[config.mk]
export PLATFORM = sky130hd
export DESIGN_NAME = tlsm_top
export DESIGN_NICKNAME = d
export VERILOG_FILES = /design/src/shared/tlsm_pkg.sv /design/src/shared/tlsm_step_if.sv /design/src/hdl/tlsm_interval_timer.sv /design/src/hdl/tlsm_top.sv
export VERILOG_INCLUDE_DIRS = /design/src /design/src/shared
export SDC_FILE = /design/constraint.sdc
export NUM_CORES = 1
export LEC_CHECK = 0
export ABC_AREA = 1
export BUFFER_PORTS_ARGS = -buffer_cell sky130_fd_sc_hd__buf_2
export CELL_PAD_IN_SITES_DETAIL_PLACEMENT = 0
export CELL_PAD_IN_SITES_GLOBAL_PLACEMENT = 1
export CORE_MARGIN = 8
export CORE_UTILIZATION = 40
export DETAILED_ROUTE_END_ITERATION = 10
export GPL_TIMING_DRIVEN = 0
export PLACE_DENSITY = 0.84
export SETUP_SLACK_MARGIN = 0.02
export SLEW_MARGIN = 30
export SYNTH_ARGS = -nofsm -noshare
export SYNTH_HDL_FRONTEND = slang
export SYNTH_SLANG_ARGS = --single-unit
export TNS_END_PERCENT = 50
[constraint.sdc]
create_clock -name clk -period 2.9 [get_ports clk]
set_clock_uncertainty 0.15 [all_clocks]
set_input_delay 0.145 -clock clk [delete_from_list [all_inputs] [get_ports clk]]
set_output_delay 0.145 -clock clk [all_outputs]
set_load 0.03 [all_outputs]
[src/shared/tlsm_map.svh]
// Register offsets, reset values and timing constants of the load manager.
`ifndef TLSM_MAP_SVH
`define TLSM_MAP_SVH

// Clock period and step tick, both in nanoseconds.
`define TLSM_CLK_PERIOD_NS 100
`define TLSM_TICK_NS       100000000

// Step interval limits and default, counted in 0.1 s ticks.
`define TLSM_IVL_DEFAULT   13'h000a
`define TLSM_IVL_MIN       13'h0001
`define TLSM_IVL_MAX       13'h1770
`define TLSM_IVL_ONE       13'h0001

// Default maximum count: one more than the two managed outputs.
`define TLSM_MAX_DEFAULT   5'h03
`define TLSM_COUNT_ONE     5'h01

// Register byte offsets.
`define TLSM_OFS_MAX       8'h00
`define TLSM_OFS_SHED_IVL  8'h04
`define TLSM_OFS_LOAD_IVL  8'h08
`define TLSM_OFS_STATUS    8'h0c
`define TLSM_OFS_DIAG      8'h10
`define TLSM_OFS_SEQ_BASE  8'h20
`define TLSM_OFS_SEQ_STEP  8'h04

// Status register field positions.
`define TLSM_ST_KEY        8
`define TLSM_ST_SHED       9
`define TLSM_ST_LOAD       10

`endif

[src/shared/tlsm_pkg.sv]
// Types shared by the load manager modules.
package tlsm_pkg;
  // Step counter value.
  typedef logic [4:0]  tlsm_count_t;
  // Interval length in 0.1 s ticks.
  typedef logic [12:0] tlsm_ivl_t;
  // Register bus address and data.
  typedef logic [7:0]  tlsm_addr_t;
  typedef logic [15:0] tlsm_data_t;
endpackage

[src/shared/tlsm_step_if.sv]
// Carrier between the manager core and one of its interval timers.
interface tlsm_step_if;
  logic                tick;      // One-cycle pulse every 0.1 s.
  logic                cond;      // Shed or load condition level.
  tlsm_pkg::tlsm_ivl_t interval;  // Programmed interval in ticks.
  logic                step;      // One-cycle request to step the count.

  modport timer (input tick, input cond, input interval, output step);
  modport mgr   (output tick, output cond, output interval, input step);
endinterface

[src/hdl/tlsm_interval_timer.sv]
// Interval timer that asks the manager for one count step per interval.
`include "tlsm_map.svh"
module tlsm_interval_timer #(
  parameter bit FIRST_IMMEDIATE = 1'b0
) (
  input wire logic clk,
  input wire logic reset_n,
  tlsm_step_if.timer stp
);
  import tlsm_pkg::*;

  logic      cond_q_reg;   // Condition seen on the previous cycle.
  tlsm_ivl_t cnt_reg;      // Ticks elapsed in the current interval.
  tlsm_ivl_t cnt_next;
  logic      step_reg;     // Registered step request.
  logic      step_next;

  // Next tick count and whether it completes the interval.
  wire tlsm_ivl_t cnt_plus = cnt_reg + `TLSM_IVL_ONE;
  // [RULE2] immediate first step
  wire first_step = FIRST_IMMEDIATE && stp.cond && !cond_q_reg;
  // [RULE1] step on expiry
  wire expire = stp.cond && stp.tick && (cnt_plus >= stp.interval);

  assign step_next = first_step || expire;
  // [RULE19] restart on deassert or step
  assign cnt_next = (!stp.cond || step_next) ? '0
                  : (stp.tick ? cnt_plus : cnt_reg);
  assign stp.step = step_reg;

  // Interval state; a late tick inside the first interval is the only
  // jitter, since the tick prescaler is shared and free running.
  always_ff @(posedge clk) begin
    if (!reset_n) begin
      cond_q_reg <= 1'b0;
      cnt_reg    <= '0;
      step_reg   <= 1'b0;
    end else begin
      cond_q_reg <= stp.cond;
      cnt_reg    <= cnt_next;
      step_reg   <= step_next;
    end
  end
endmodule

[src/hdl/tlsm_top.sv]
// Timed load shed manager: step counter, output enables and indicators.
//
// Functional notes
// [RULE1] Shed step lowers count by one.
// [RULE2] First shed step happens at once.
// [RULE3] Shed needs switch on and low voltage.
// [RULE4] Count stops at zero; zero means off.
// [RULE5] Load step raises count, holds at maximum.
// [RULE6] First load step after full interval.
// [RULE7] Shed and load intervals set separately.
// [RULE8] Intervals default to one second.
// [RULE9] Intervals range 0.1 s to 600 s.
// [RULE10] Key-on or switch-off reloads maximum.
// [RULE11] Maximum is outputs plus one.
// [RULE12] High trip half volt above low.
// [RULE13] Act only with key in accessory/run; a switch-off reload still acts with the key off.
// [RULE14] Green indicator lit only while output on.
// [RULE15] Check faults only while on; fast flash.
// [RULE16] Open circuit flashes, raises no fault code.
// [RULE17] Independent instances may run side by side.
// [RULE18] Output on while count reaches its number.
// [RULE19] Timers restart on deassert or step.
// [RULE20] Both conditions true: count unchanged.
`include "tlsm_map.svh"
module tlsm_top #(
  parameter int NUM_OUT     = 2,
  parameter int TICK_CYCLES = `TLSM_TICK_NS / `TLSM_CLK_PERIOD_NS
) (
  input  wire logic               clk,
  input  wire logic               reset_n,
  input  wire tlsm_pkg::tlsm_addr_t reg_addr,
  input  wire tlsm_pkg::tlsm_data_t reg_wdata,
  input  wire logic               reg_wr,
  input  wire logic               reg_rd,
  output      tlsm_pkg::tlsm_data_t reg_rdata,
  input  wire logic               key_acc_run,
  input  wire logic               shed_switch_on,
  input  wire logic               volt_below_low,
  input  wire logic               volt_above_high,
  input  wire logic [NUM_OUT-1:0] output_open_circuit,
  input  wire logic [NUM_OUT-1:0] output_overload,
  output      logic [NUM_OUT-1:0] managed_output_en,
  output      logic [NUM_OUT-1:0] rocker_indicator,
  output      logic               system_fault_code
);
  import tlsm_pkg::*;

  // Each instance holds all of its own state, so several managers with
  // their own counters, conditions and intervals run side by side.
  // [RULE17] instance-local state only

  // Tick prescaler and fast flash phase.
  logic [31:0]  pre_reg;       // Cycles since the last 0.1 s tick.
  logic         tick_reg;      // One-cycle 0.1 s tick.
  logic         flash_reg;     // Fast flash phase, toggles every tick.

  // Edge detection of key and switch.
  logic         key_q_reg;     // Key level on the previous cycle.
  logic         sw_q_reg;      // Shed switch level on the previous cycle.

  // Software visible settings.
  tlsm_count_t  max_reg;       // Maximum count.
  tlsm_ivl_t    shed_ivl_reg;  // Shed interval in ticks.
  tlsm_ivl_t    load_ivl_reg;  // Load interval in ticks.
  tlsm_count_t  seq_reg [NUM_OUT];  // Sequence number of each output.

  // Manager state.
  tlsm_count_t  count_reg;     // The step counter.
  tlsm_count_t  count_next;
  logic [NUM_OUT-1:0] overload_reg;  // Sticky overload flags.
  logic [NUM_OUT-1:0] out_en_next;
  logic [NUM_OUT-1:0] ind_next;
  logic [NUM_OUT-1:0] ovl_next;
  tlsm_data_t   rdata_reg;     // Registered read data.

  // Timer carriers.
  tlsm_step_if shed_if ();
  tlsm_step_if load_if ();

  // Clamp a written interval into the legal range.
  function automatic tlsm_ivl_t clamp_ivl(input tlsm_data_t v);
    tlsm_ivl_t r;
    r = v[12:0];
    if (v[15:13] != 3'h0 || r > `TLSM_IVL_MAX) begin
      r = `TLSM_IVL_MAX;
    end else if (r < `TLSM_IVL_MIN) begin
      r = `TLSM_IVL_MIN;
    end
    return r;
  endfunction

  // Prescaler end of period.
  wire pre_wrap = (pre_reg == 32'(TICK_CYCLES - 1));

  // Free running 0.1 s tick; the flash phase rides on it.
  always_ff @(posedge clk) begin
    if (!reset_n) begin
      pre_reg   <= '0;
      tick_reg  <= 1'b0;
      flash_reg <= 1'b0;
    end else begin
      pre_reg   <= pre_wrap ? '0 : pre_reg + 32'h0000_0001;
      tick_reg  <= pre_wrap;
      flash_reg <= flash_reg ^ tick_reg;
    end
  end

  // Conditions. With the key off both are held low, so no step acts; a switch-off reload still loads the maximum.
  // [RULE13] key gating
  wire key_on = key_acc_run;
  // [RULE3] shed condition
  wire shed_cond = key_on && shed_switch_on && volt_below_low;
  // The trip dead band is set by whoever drives the two voltage flags.
  // [RULE12] dead band outside
  wire load_cond = key_on && volt_above_high;

  // [RULE10] reload events
  wire key_rise = key_on && !key_q_reg;
  wire sw_fall  = !shed_switch_on && sw_q_reg;
  wire reload   = key_rise || sw_fall;

  // Timers: shed steps at once on entry, load waits a full interval.
  assign shed_if.tick     = tick_reg;
  assign shed_if.cond     = shed_cond;
  // [RULE7] separate intervals
  assign shed_if.interval = shed_ivl_reg;
  assign load_if.tick     = tick_reg;
  assign load_if.cond     = load_cond;
  assign load_if.interval = load_ivl_reg;

  tlsm_interval_timer #(.FIRST_IMMEDIATE(1'b1)) u_shed_timer (
    .clk     (clk),
    .reset_n (reset_n),
    .stp     (shed_if.timer)
  );

  // [RULE6] no immediate load step
  tlsm_interval_timer #(.FIRST_IMMEDIATE(1'b0)) u_load_timer (
    .clk     (clk),
    .reset_n (reset_n),
    .stp     (load_if.timer)
  );

  // Step decisions.
  // While both conditions hold the count is frozen, so a shed entry step
  // cannot slip through while the load side also asks for a change.
  // [RULE20] conflicting conditions freeze count
  wire both_step = (shed_if.step && load_if.step) || (shed_cond && load_cond);
  // [RULE4] floor at zero
  wire can_dec = (count_reg != '0);
  // [RULE5] ceiling at maximum
  wire can_inc = (count_reg < max_reg);

  // Counter next value; a reload outranks any step.
  always_comb begin
    count_next = count_reg;
    if (reload) begin
      count_next = max_reg;
    end else if (both_step) begin
      count_next = count_reg;
    end else if (shed_if.step && can_dec) begin
      // [RULE1] decrement by one
      count_next = count_reg - `TLSM_COUNT_ONE;
    end else if (load_if.step && can_inc) begin
      count_next = count_reg + `TLSM_COUNT_ONE;
    end
  end

  // Register bus decode.
  wire wr_max  = reg_wr && (reg_addr == `TLSM_OFS_MAX);
  wire wr_shed = reg_wr && (reg_addr == `TLSM_OFS_SHED_IVL);
  wire wr_load = reg_wr && (reg_addr == `TLSM_OFS_LOAD_IVL);
  wire wr_diag = reg_wr && (reg_addr == `TLSM_OFS_DIAG);

  // Status word: count in the low bits, live levels above.
  tlsm_data_t status_word;
  always_comb begin
    status_word = '0;
    status_word[4:0] = count_reg;
    status_word[`TLSM_ST_KEY]  = key_on;
    status_word[`TLSM_ST_SHED] = shed_cond;
    status_word[`TLSM_ST_LOAD] = load_cond;
  end

  // Per-output logic: sequence register, enable, indicator, diagnostics.
  tlsm_data_t seq_rd [NUM_OUT];
  logic [NUM_OUT-1:0] seq_hit;
  genvar g;
  generate
    for (g = 0; g < NUM_OUT; g++) begin : g_out
      // Sequence registers count down from one below the maximum.
      // [RULE11] default numbering
      localparam tlsm_count_t SEQ_RST =
        5'(`TLSM_MAX_DEFAULT - 5'(g) - `TLSM_COUNT_ONE);
      localparam tlsm_addr_t SEQ_OFS =
        8'(`TLSM_OFS_SEQ_BASE + 8'(g) * `TLSM_OFS_SEQ_STEP);
      wire wr_seq = reg_wr && (reg_addr == SEQ_OFS);
      assign seq_hit[g] = (reg_addr == SEQ_OFS);
      assign seq_rd[g]  = {11'h000, seq_reg[g]};

      always_ff @(posedge clk) begin
        if (!reset_n) begin
          seq_reg[g] <= SEQ_RST;
        end else if (wr_seq) begin
          seq_reg[g] <= reg_wdata[4:0];
        end
      end

      // [RULE18] compare count to sequence number
      assign out_en_next[g] = (count_next >= seq_reg[g]);

      // Faults only count while the output is commanded on.
      // [RULE15] gated check, fast flash
      wire fault_seen = managed_output_en[g] &&
                        (output_open_circuit[g] || output_overload[g]);
      // [RULE14] green follows output
      assign ind_next[g] = out_en_next[g] &&
                           (fault_seen ? flash_reg : 1'b1);

      // Overload is sticky and raises the fault code; a new overload in
      // the clearing cycle wins over the clear.
      // [RULE16] open circuit excluded
      assign ovl_next[g] =
        (managed_output_en[g] && output_overload[g]) ||
        (overload_reg[g] && !(wr_diag && reg_wdata[g]));
    end
  endgenerate

  // Read mux, one selected word per address.
  tlsm_data_t rd_mux;
  always_comb begin
    rd_mux = '0;
    unique case (reg_addr)
      `TLSM_OFS_MAX:      rd_mux = {11'h000, max_reg};
      `TLSM_OFS_SHED_IVL: rd_mux = {3'h0, shed_ivl_reg};
      `TLSM_OFS_LOAD_IVL: rd_mux = {3'h0, load_ivl_reg};
      `TLSM_OFS_STATUS:   rd_mux = status_word;
      `TLSM_OFS_DIAG:     rd_mux = 16'(overload_reg);
      default: begin
        for (int i = 0; i < NUM_OUT; i++) begin
          if (seq_hit[i]) begin
            rd_mux = seq_rd[i];
          end
        end
      end
    endcase
  end

  // Settings. Intervals are clamped so no write leaves the legal range.
  always_ff @(posedge clk) begin
    if (!reset_n) begin
      max_reg      <= `TLSM_MAX_DEFAULT;
      // [RULE8] one second default
      shed_ivl_reg <= `TLSM_IVL_DEFAULT;
      load_ivl_reg <= `TLSM_IVL_DEFAULT;
    end else begin
      if (wr_max) begin
        max_reg <= reg_wdata[4:0];
      end
      // [RULE9] range clamp
      if (wr_shed) begin
        shed_ivl_reg <= clamp_ivl(reg_wdata);
      end
      if (wr_load) begin
        load_ivl_reg <= clamp_ivl(reg_wdata);
      end
    end
  end

  // Manager state and outputs. Reset loads the maximum count as key-on does, but clears all outputs.
  always_ff @(posedge clk) begin
    if (!reset_n) begin
      key_q_reg         <= 1'b0;
      sw_q_reg          <= 1'b0;
      count_reg         <= `TLSM_MAX_DEFAULT;
      managed_output_en <= '0;
      rocker_indicator  <= '0;
      overload_reg      <= '0;
      system_fault_code <= 1'b0;
    end else begin
      key_q_reg         <= key_on;
      sw_q_reg          <= shed_switch_on;
      count_reg         <= count_next;
      managed_output_en <= out_en_next;
      rocker_indicator  <= ind_next;
      overload_reg      <= ovl_next;
      system_fault_code <= |ovl_next;
    end
  end

  // Read data stand only in the cycle after the read strobe.
  always_ff @(posedge clk) begin
    if (!reset_n) begin
      rdata_reg <= '0;
    end else begin
      rdata_reg <= reg_rd ? rd_mux : '0;
    end
  end
  assign reg_rdata = rdata_reg;
endmodule

==> impl_metrics.csv <==
group,metric,value,unit
status,status,"finished clean",
setup_path,required,3.02,ns
route,ant_nets,0,
placed_design,postPlaceCellArea,8215,um^2
yosys,synth_xor_area_frac,0.02748,
placed_design,gp_congestion,0.9313,
floorplanning,die_h,154.3,um
route,drt_iter0_drc,465,
setup_path,crit_top_cell,"nand2_2",
yosys,synthAdderAreaFrac,0.07524,
route,drt-total-wl,21170,um
timing,post-route-period-util,0.9478,
cells_and_area,final_cell_mix,"nand2_1, inv_1, nor2_1, dfxtp_1, a21oi_1",
floorplanning,num_rows,50,
cells_and_area,final_common_cell,"nand2_1",
grt,grt_max_degree,17,
power,power_density,447.3,nW/um^2
timing,fin_crit,2.749,ns
floorplanning,coreArea,18770,um^2
flow_run,drv_cap,0,
timing,worst_pin_slew,0.6806,ns
grt,grt_pass1_vias,6880,
timing,whs,0.02963,ns
yosys,postSynthCellCount,1103,
clock_network,cts_tree,"built",
timing,drv_slew,0,
cells_and_area,fillers,1905,
yosys,syn-cell-area,7650,um^2
route,wl_per_cell,14.58,um
clock_network,clk_latency,0.42,ns
floorplanning,io_pins,57,
cells_and_area,insertedDiodeCount,0,
cells_and_area,finalNetCount,1287,
power,combPwrFrac,0.074,
yosys,syn_area_per_cell,6.935,um^2
setup_path,cp_max_fo,4,
route,vias_per_cell,4.983,
cells_and_area,final_area,9300,um^2
clock_network,h-tree-depth,4,
setup_path,critical_path_arrival,2.87,ns
yosys,synth.ff_latch_count,131,
cells_and_area,largest_reg_flops,32,
clock_network,clockBufferDepth,2,
timing,finalSetupTns,0,ns
yosys,synthMuxAreaShare,0.002617,
power,p_clk_frac,0.478,
cells_and_area,area_growth,21.57,%
power,switchingPower,1.039,mW
yosys,synth_top_family_by_area,"simple AND/OR/NAND/NOR gates",
grt,overflow,0,
route,drc,0,
setup_path,cp_cell_sequence,"ha_4, nand2_2, inv_1, nand2_2, nand3_2, nand2_2, nand2_2, xor2_1, o21a_1, ha_1, o21ai_0, a21boi_1, o21ai_1, nand2_1, a21oi_4, nor3_1",
clock_network,cts_buffers,17,
route,via_count,7236,
grt,grtUsageTotal,0.1801,
setup_path,criticalPathCategory,"reg2reg",
floorplanning,die_x,154.3,um
yosys,synth-simple-area-share,0.2996,
setup_path,end_kind,"flip-flop",
clock_network,cts_sinks,131,
yosys,dominantRegCellSynth,"dfxtp_1",
route,drt_pass1_iterations,4,
floorplanning,die_area,23810,um^2
grt,grt_pass1_wl,34310,um
cells_and_area,layout-drive-gt1-share,0.1601,
yosys,yosysWarningCount,0,
timing,slew_headroom,0.5463,
timing,clock.fmax,363.8,MHz
floorplanning,start_util,0.4076,
worst_hold_path,min_path_type,"in2reg",
yosys,synth.distinct_cells,47,
timing,finalSetupViolations,0,
placed_design,dp_slack,-0.3812,ns
setup_path,slowest_delay,0.43,ns
placed_design,io_buffers,53,
setup_path,cp_slowest_cell,"dfxtp_1",
clock_network,cts_root_buffer,"clkbuf_16",
yosys,synth_edf_count,10,
power,power,4.160,mW
timing,rsz0062_at_grt,"true",
clock_network,clk_pin_slew_worst_paths,0.06,ns
grt,antenna_found_initial,0,
yosys,async_flop_share,0,
timing,setup_slack,0.1513,ns
yosys,synth_compound_area_frac,0.1254,
power,ir_drop,0.0004572,V
timing,hold_viol_final,0,
power,pwr-share-seq,0.448,
power,p_leak,3.986,nW
setup_path,crit_path_start_kind,"flip-flop",
power,p_int,3.121,mW
power,netSwitchingFraction,0.2498,
yosys,seq_area_frac_synth,0.3559,
placed_design,dp_hpwl,16330,um
per-layer routing:
| metal | vias to the layer above | wire length, um | track usage | share of wire |
|---|---|---|---|---|
| li1 | 3799 | - | - | - |
| met1 | 3270 | 9602 | 0.2175 | 0.45 |
| met2 | 139 | 10310 | 0.3130 | 0.49 |
| met3 | 28 | 834 | 0.03176 | 0.039 |
| met4 | 0 | 422 | 0.06906 | 0.020 |
| met5 | - | 0 | 0 | 0 |
Yosys cell counts (all sizes together) (10+ instances only):
library cell	instances	area [um^2]
nand2	211	809.5
ha	46	575.6
a21oi	75	390.4
o22ai	12	75.07
o21ai	73	369.1
inv	194	730.7
nand4	29	181.4
nand3	67	335.3
dfxtp	121	2422
buf	15	101.3
xor2	17	148.9
nor2	127	535.5
edfxtp	10	300.3
nor3	47	262.8
metrics by stage:
stage / utilization / instances
floorplan: - / 1105
global placement: 0.4377 / 1392
detailed placement: 0.4377 / 1392
CTS: 0.4802 / 1445
global route: 0.4955 / 1452
finish: 0.4955 / 1452
cell type report:
| class | count | area [um^2] | share of cell area |
|---|---|---|---|
| repair buffers | 81 | 528.0 | 0.05677 |
| plain buffers | 23 | 148.9 | 0.01601 |
| inverters | 195 | 739.5 | 0.07951 |
| flip-flops and latches | 131 | 2739 | 0.2945 |
| multi-input cells | 756 | 4302 | 0.4625 |
| clock inverters | 12 | 82.58 | 0.008879 |
| well taps | 234 | 292.8 | 0.03148 |
| clock buffers | 20 | 467.9 | 0.05032 |
logic make-up after synthesis:
kind of cell | Yosys count
xor gates and xnor gates | 24
adders and majority gates | 46
and+or+nand+nor | 504
muxes | 2
other | 1
buffers and inverters | 218
DFF | 131
AOI/OAI and AO/OA | 177
power groups by stage:
| stage | Sequential, mW | Clock (mW) | Combinational [mW] |
|---|---|---|---|
| floorplan | 1.91 | 0 | 0.150 |
| global placement | 1.90 | 0 | 0.255 |
| detailed placement | 1.90 | 0 | 0.255 |
| CTS | 1.86 | 2.04 | 0.286 |
| global route | 1.87 | 2.12 | 0.341 |
| finish | 1.86 | 1.99 | 0.307 |
critical path: cells and delay by family, from the launching register on:
| family | cells | cell delay [ns] |
|---|---|---|
| XOR/XNOR | 1 | 0.17 |
| flip-flops | 1 | 0.43 |
| buffers and inverters | 1 | 0.06 |
| AND/OR/NAND/NOR | 7 | 0.54 |
| adder cells (fa/ha/maj) | 2 | 0.52 |
| AO/OA/AOI/OAI | 5 | 0.72 |
final timing paths:
| kind | startpoint | end | slack, ns | cells after the start |
|---|---|---|---|---|
| worst min register to register | pre_reg[0] | pre_reg[0] | 0.30 | 1 |
| worst max register to register | count_reg[3] | rocker_indicator[0] | 0.15 | 16 |
| worst max-delay path | count_reg[3] | rocker_indicator[0] | 0.15 | 16 |
| worst min-delay path | reg_addr[4] | reg_rdata[0] | 0.03 | 6 |
what timing repair did:
action / 4_1_cts / 5_1_grt
gates resized for setup: 18 / 59
endpoints found under the hold margin: 34 / 0
endpoints found under the setup margin: 27 / 30
buffers inserted: 0 / 7
hold buffers: 21 / 0
pin swaps: 2 / 19
Note: power is estimated with default switching activity, not from simulation.
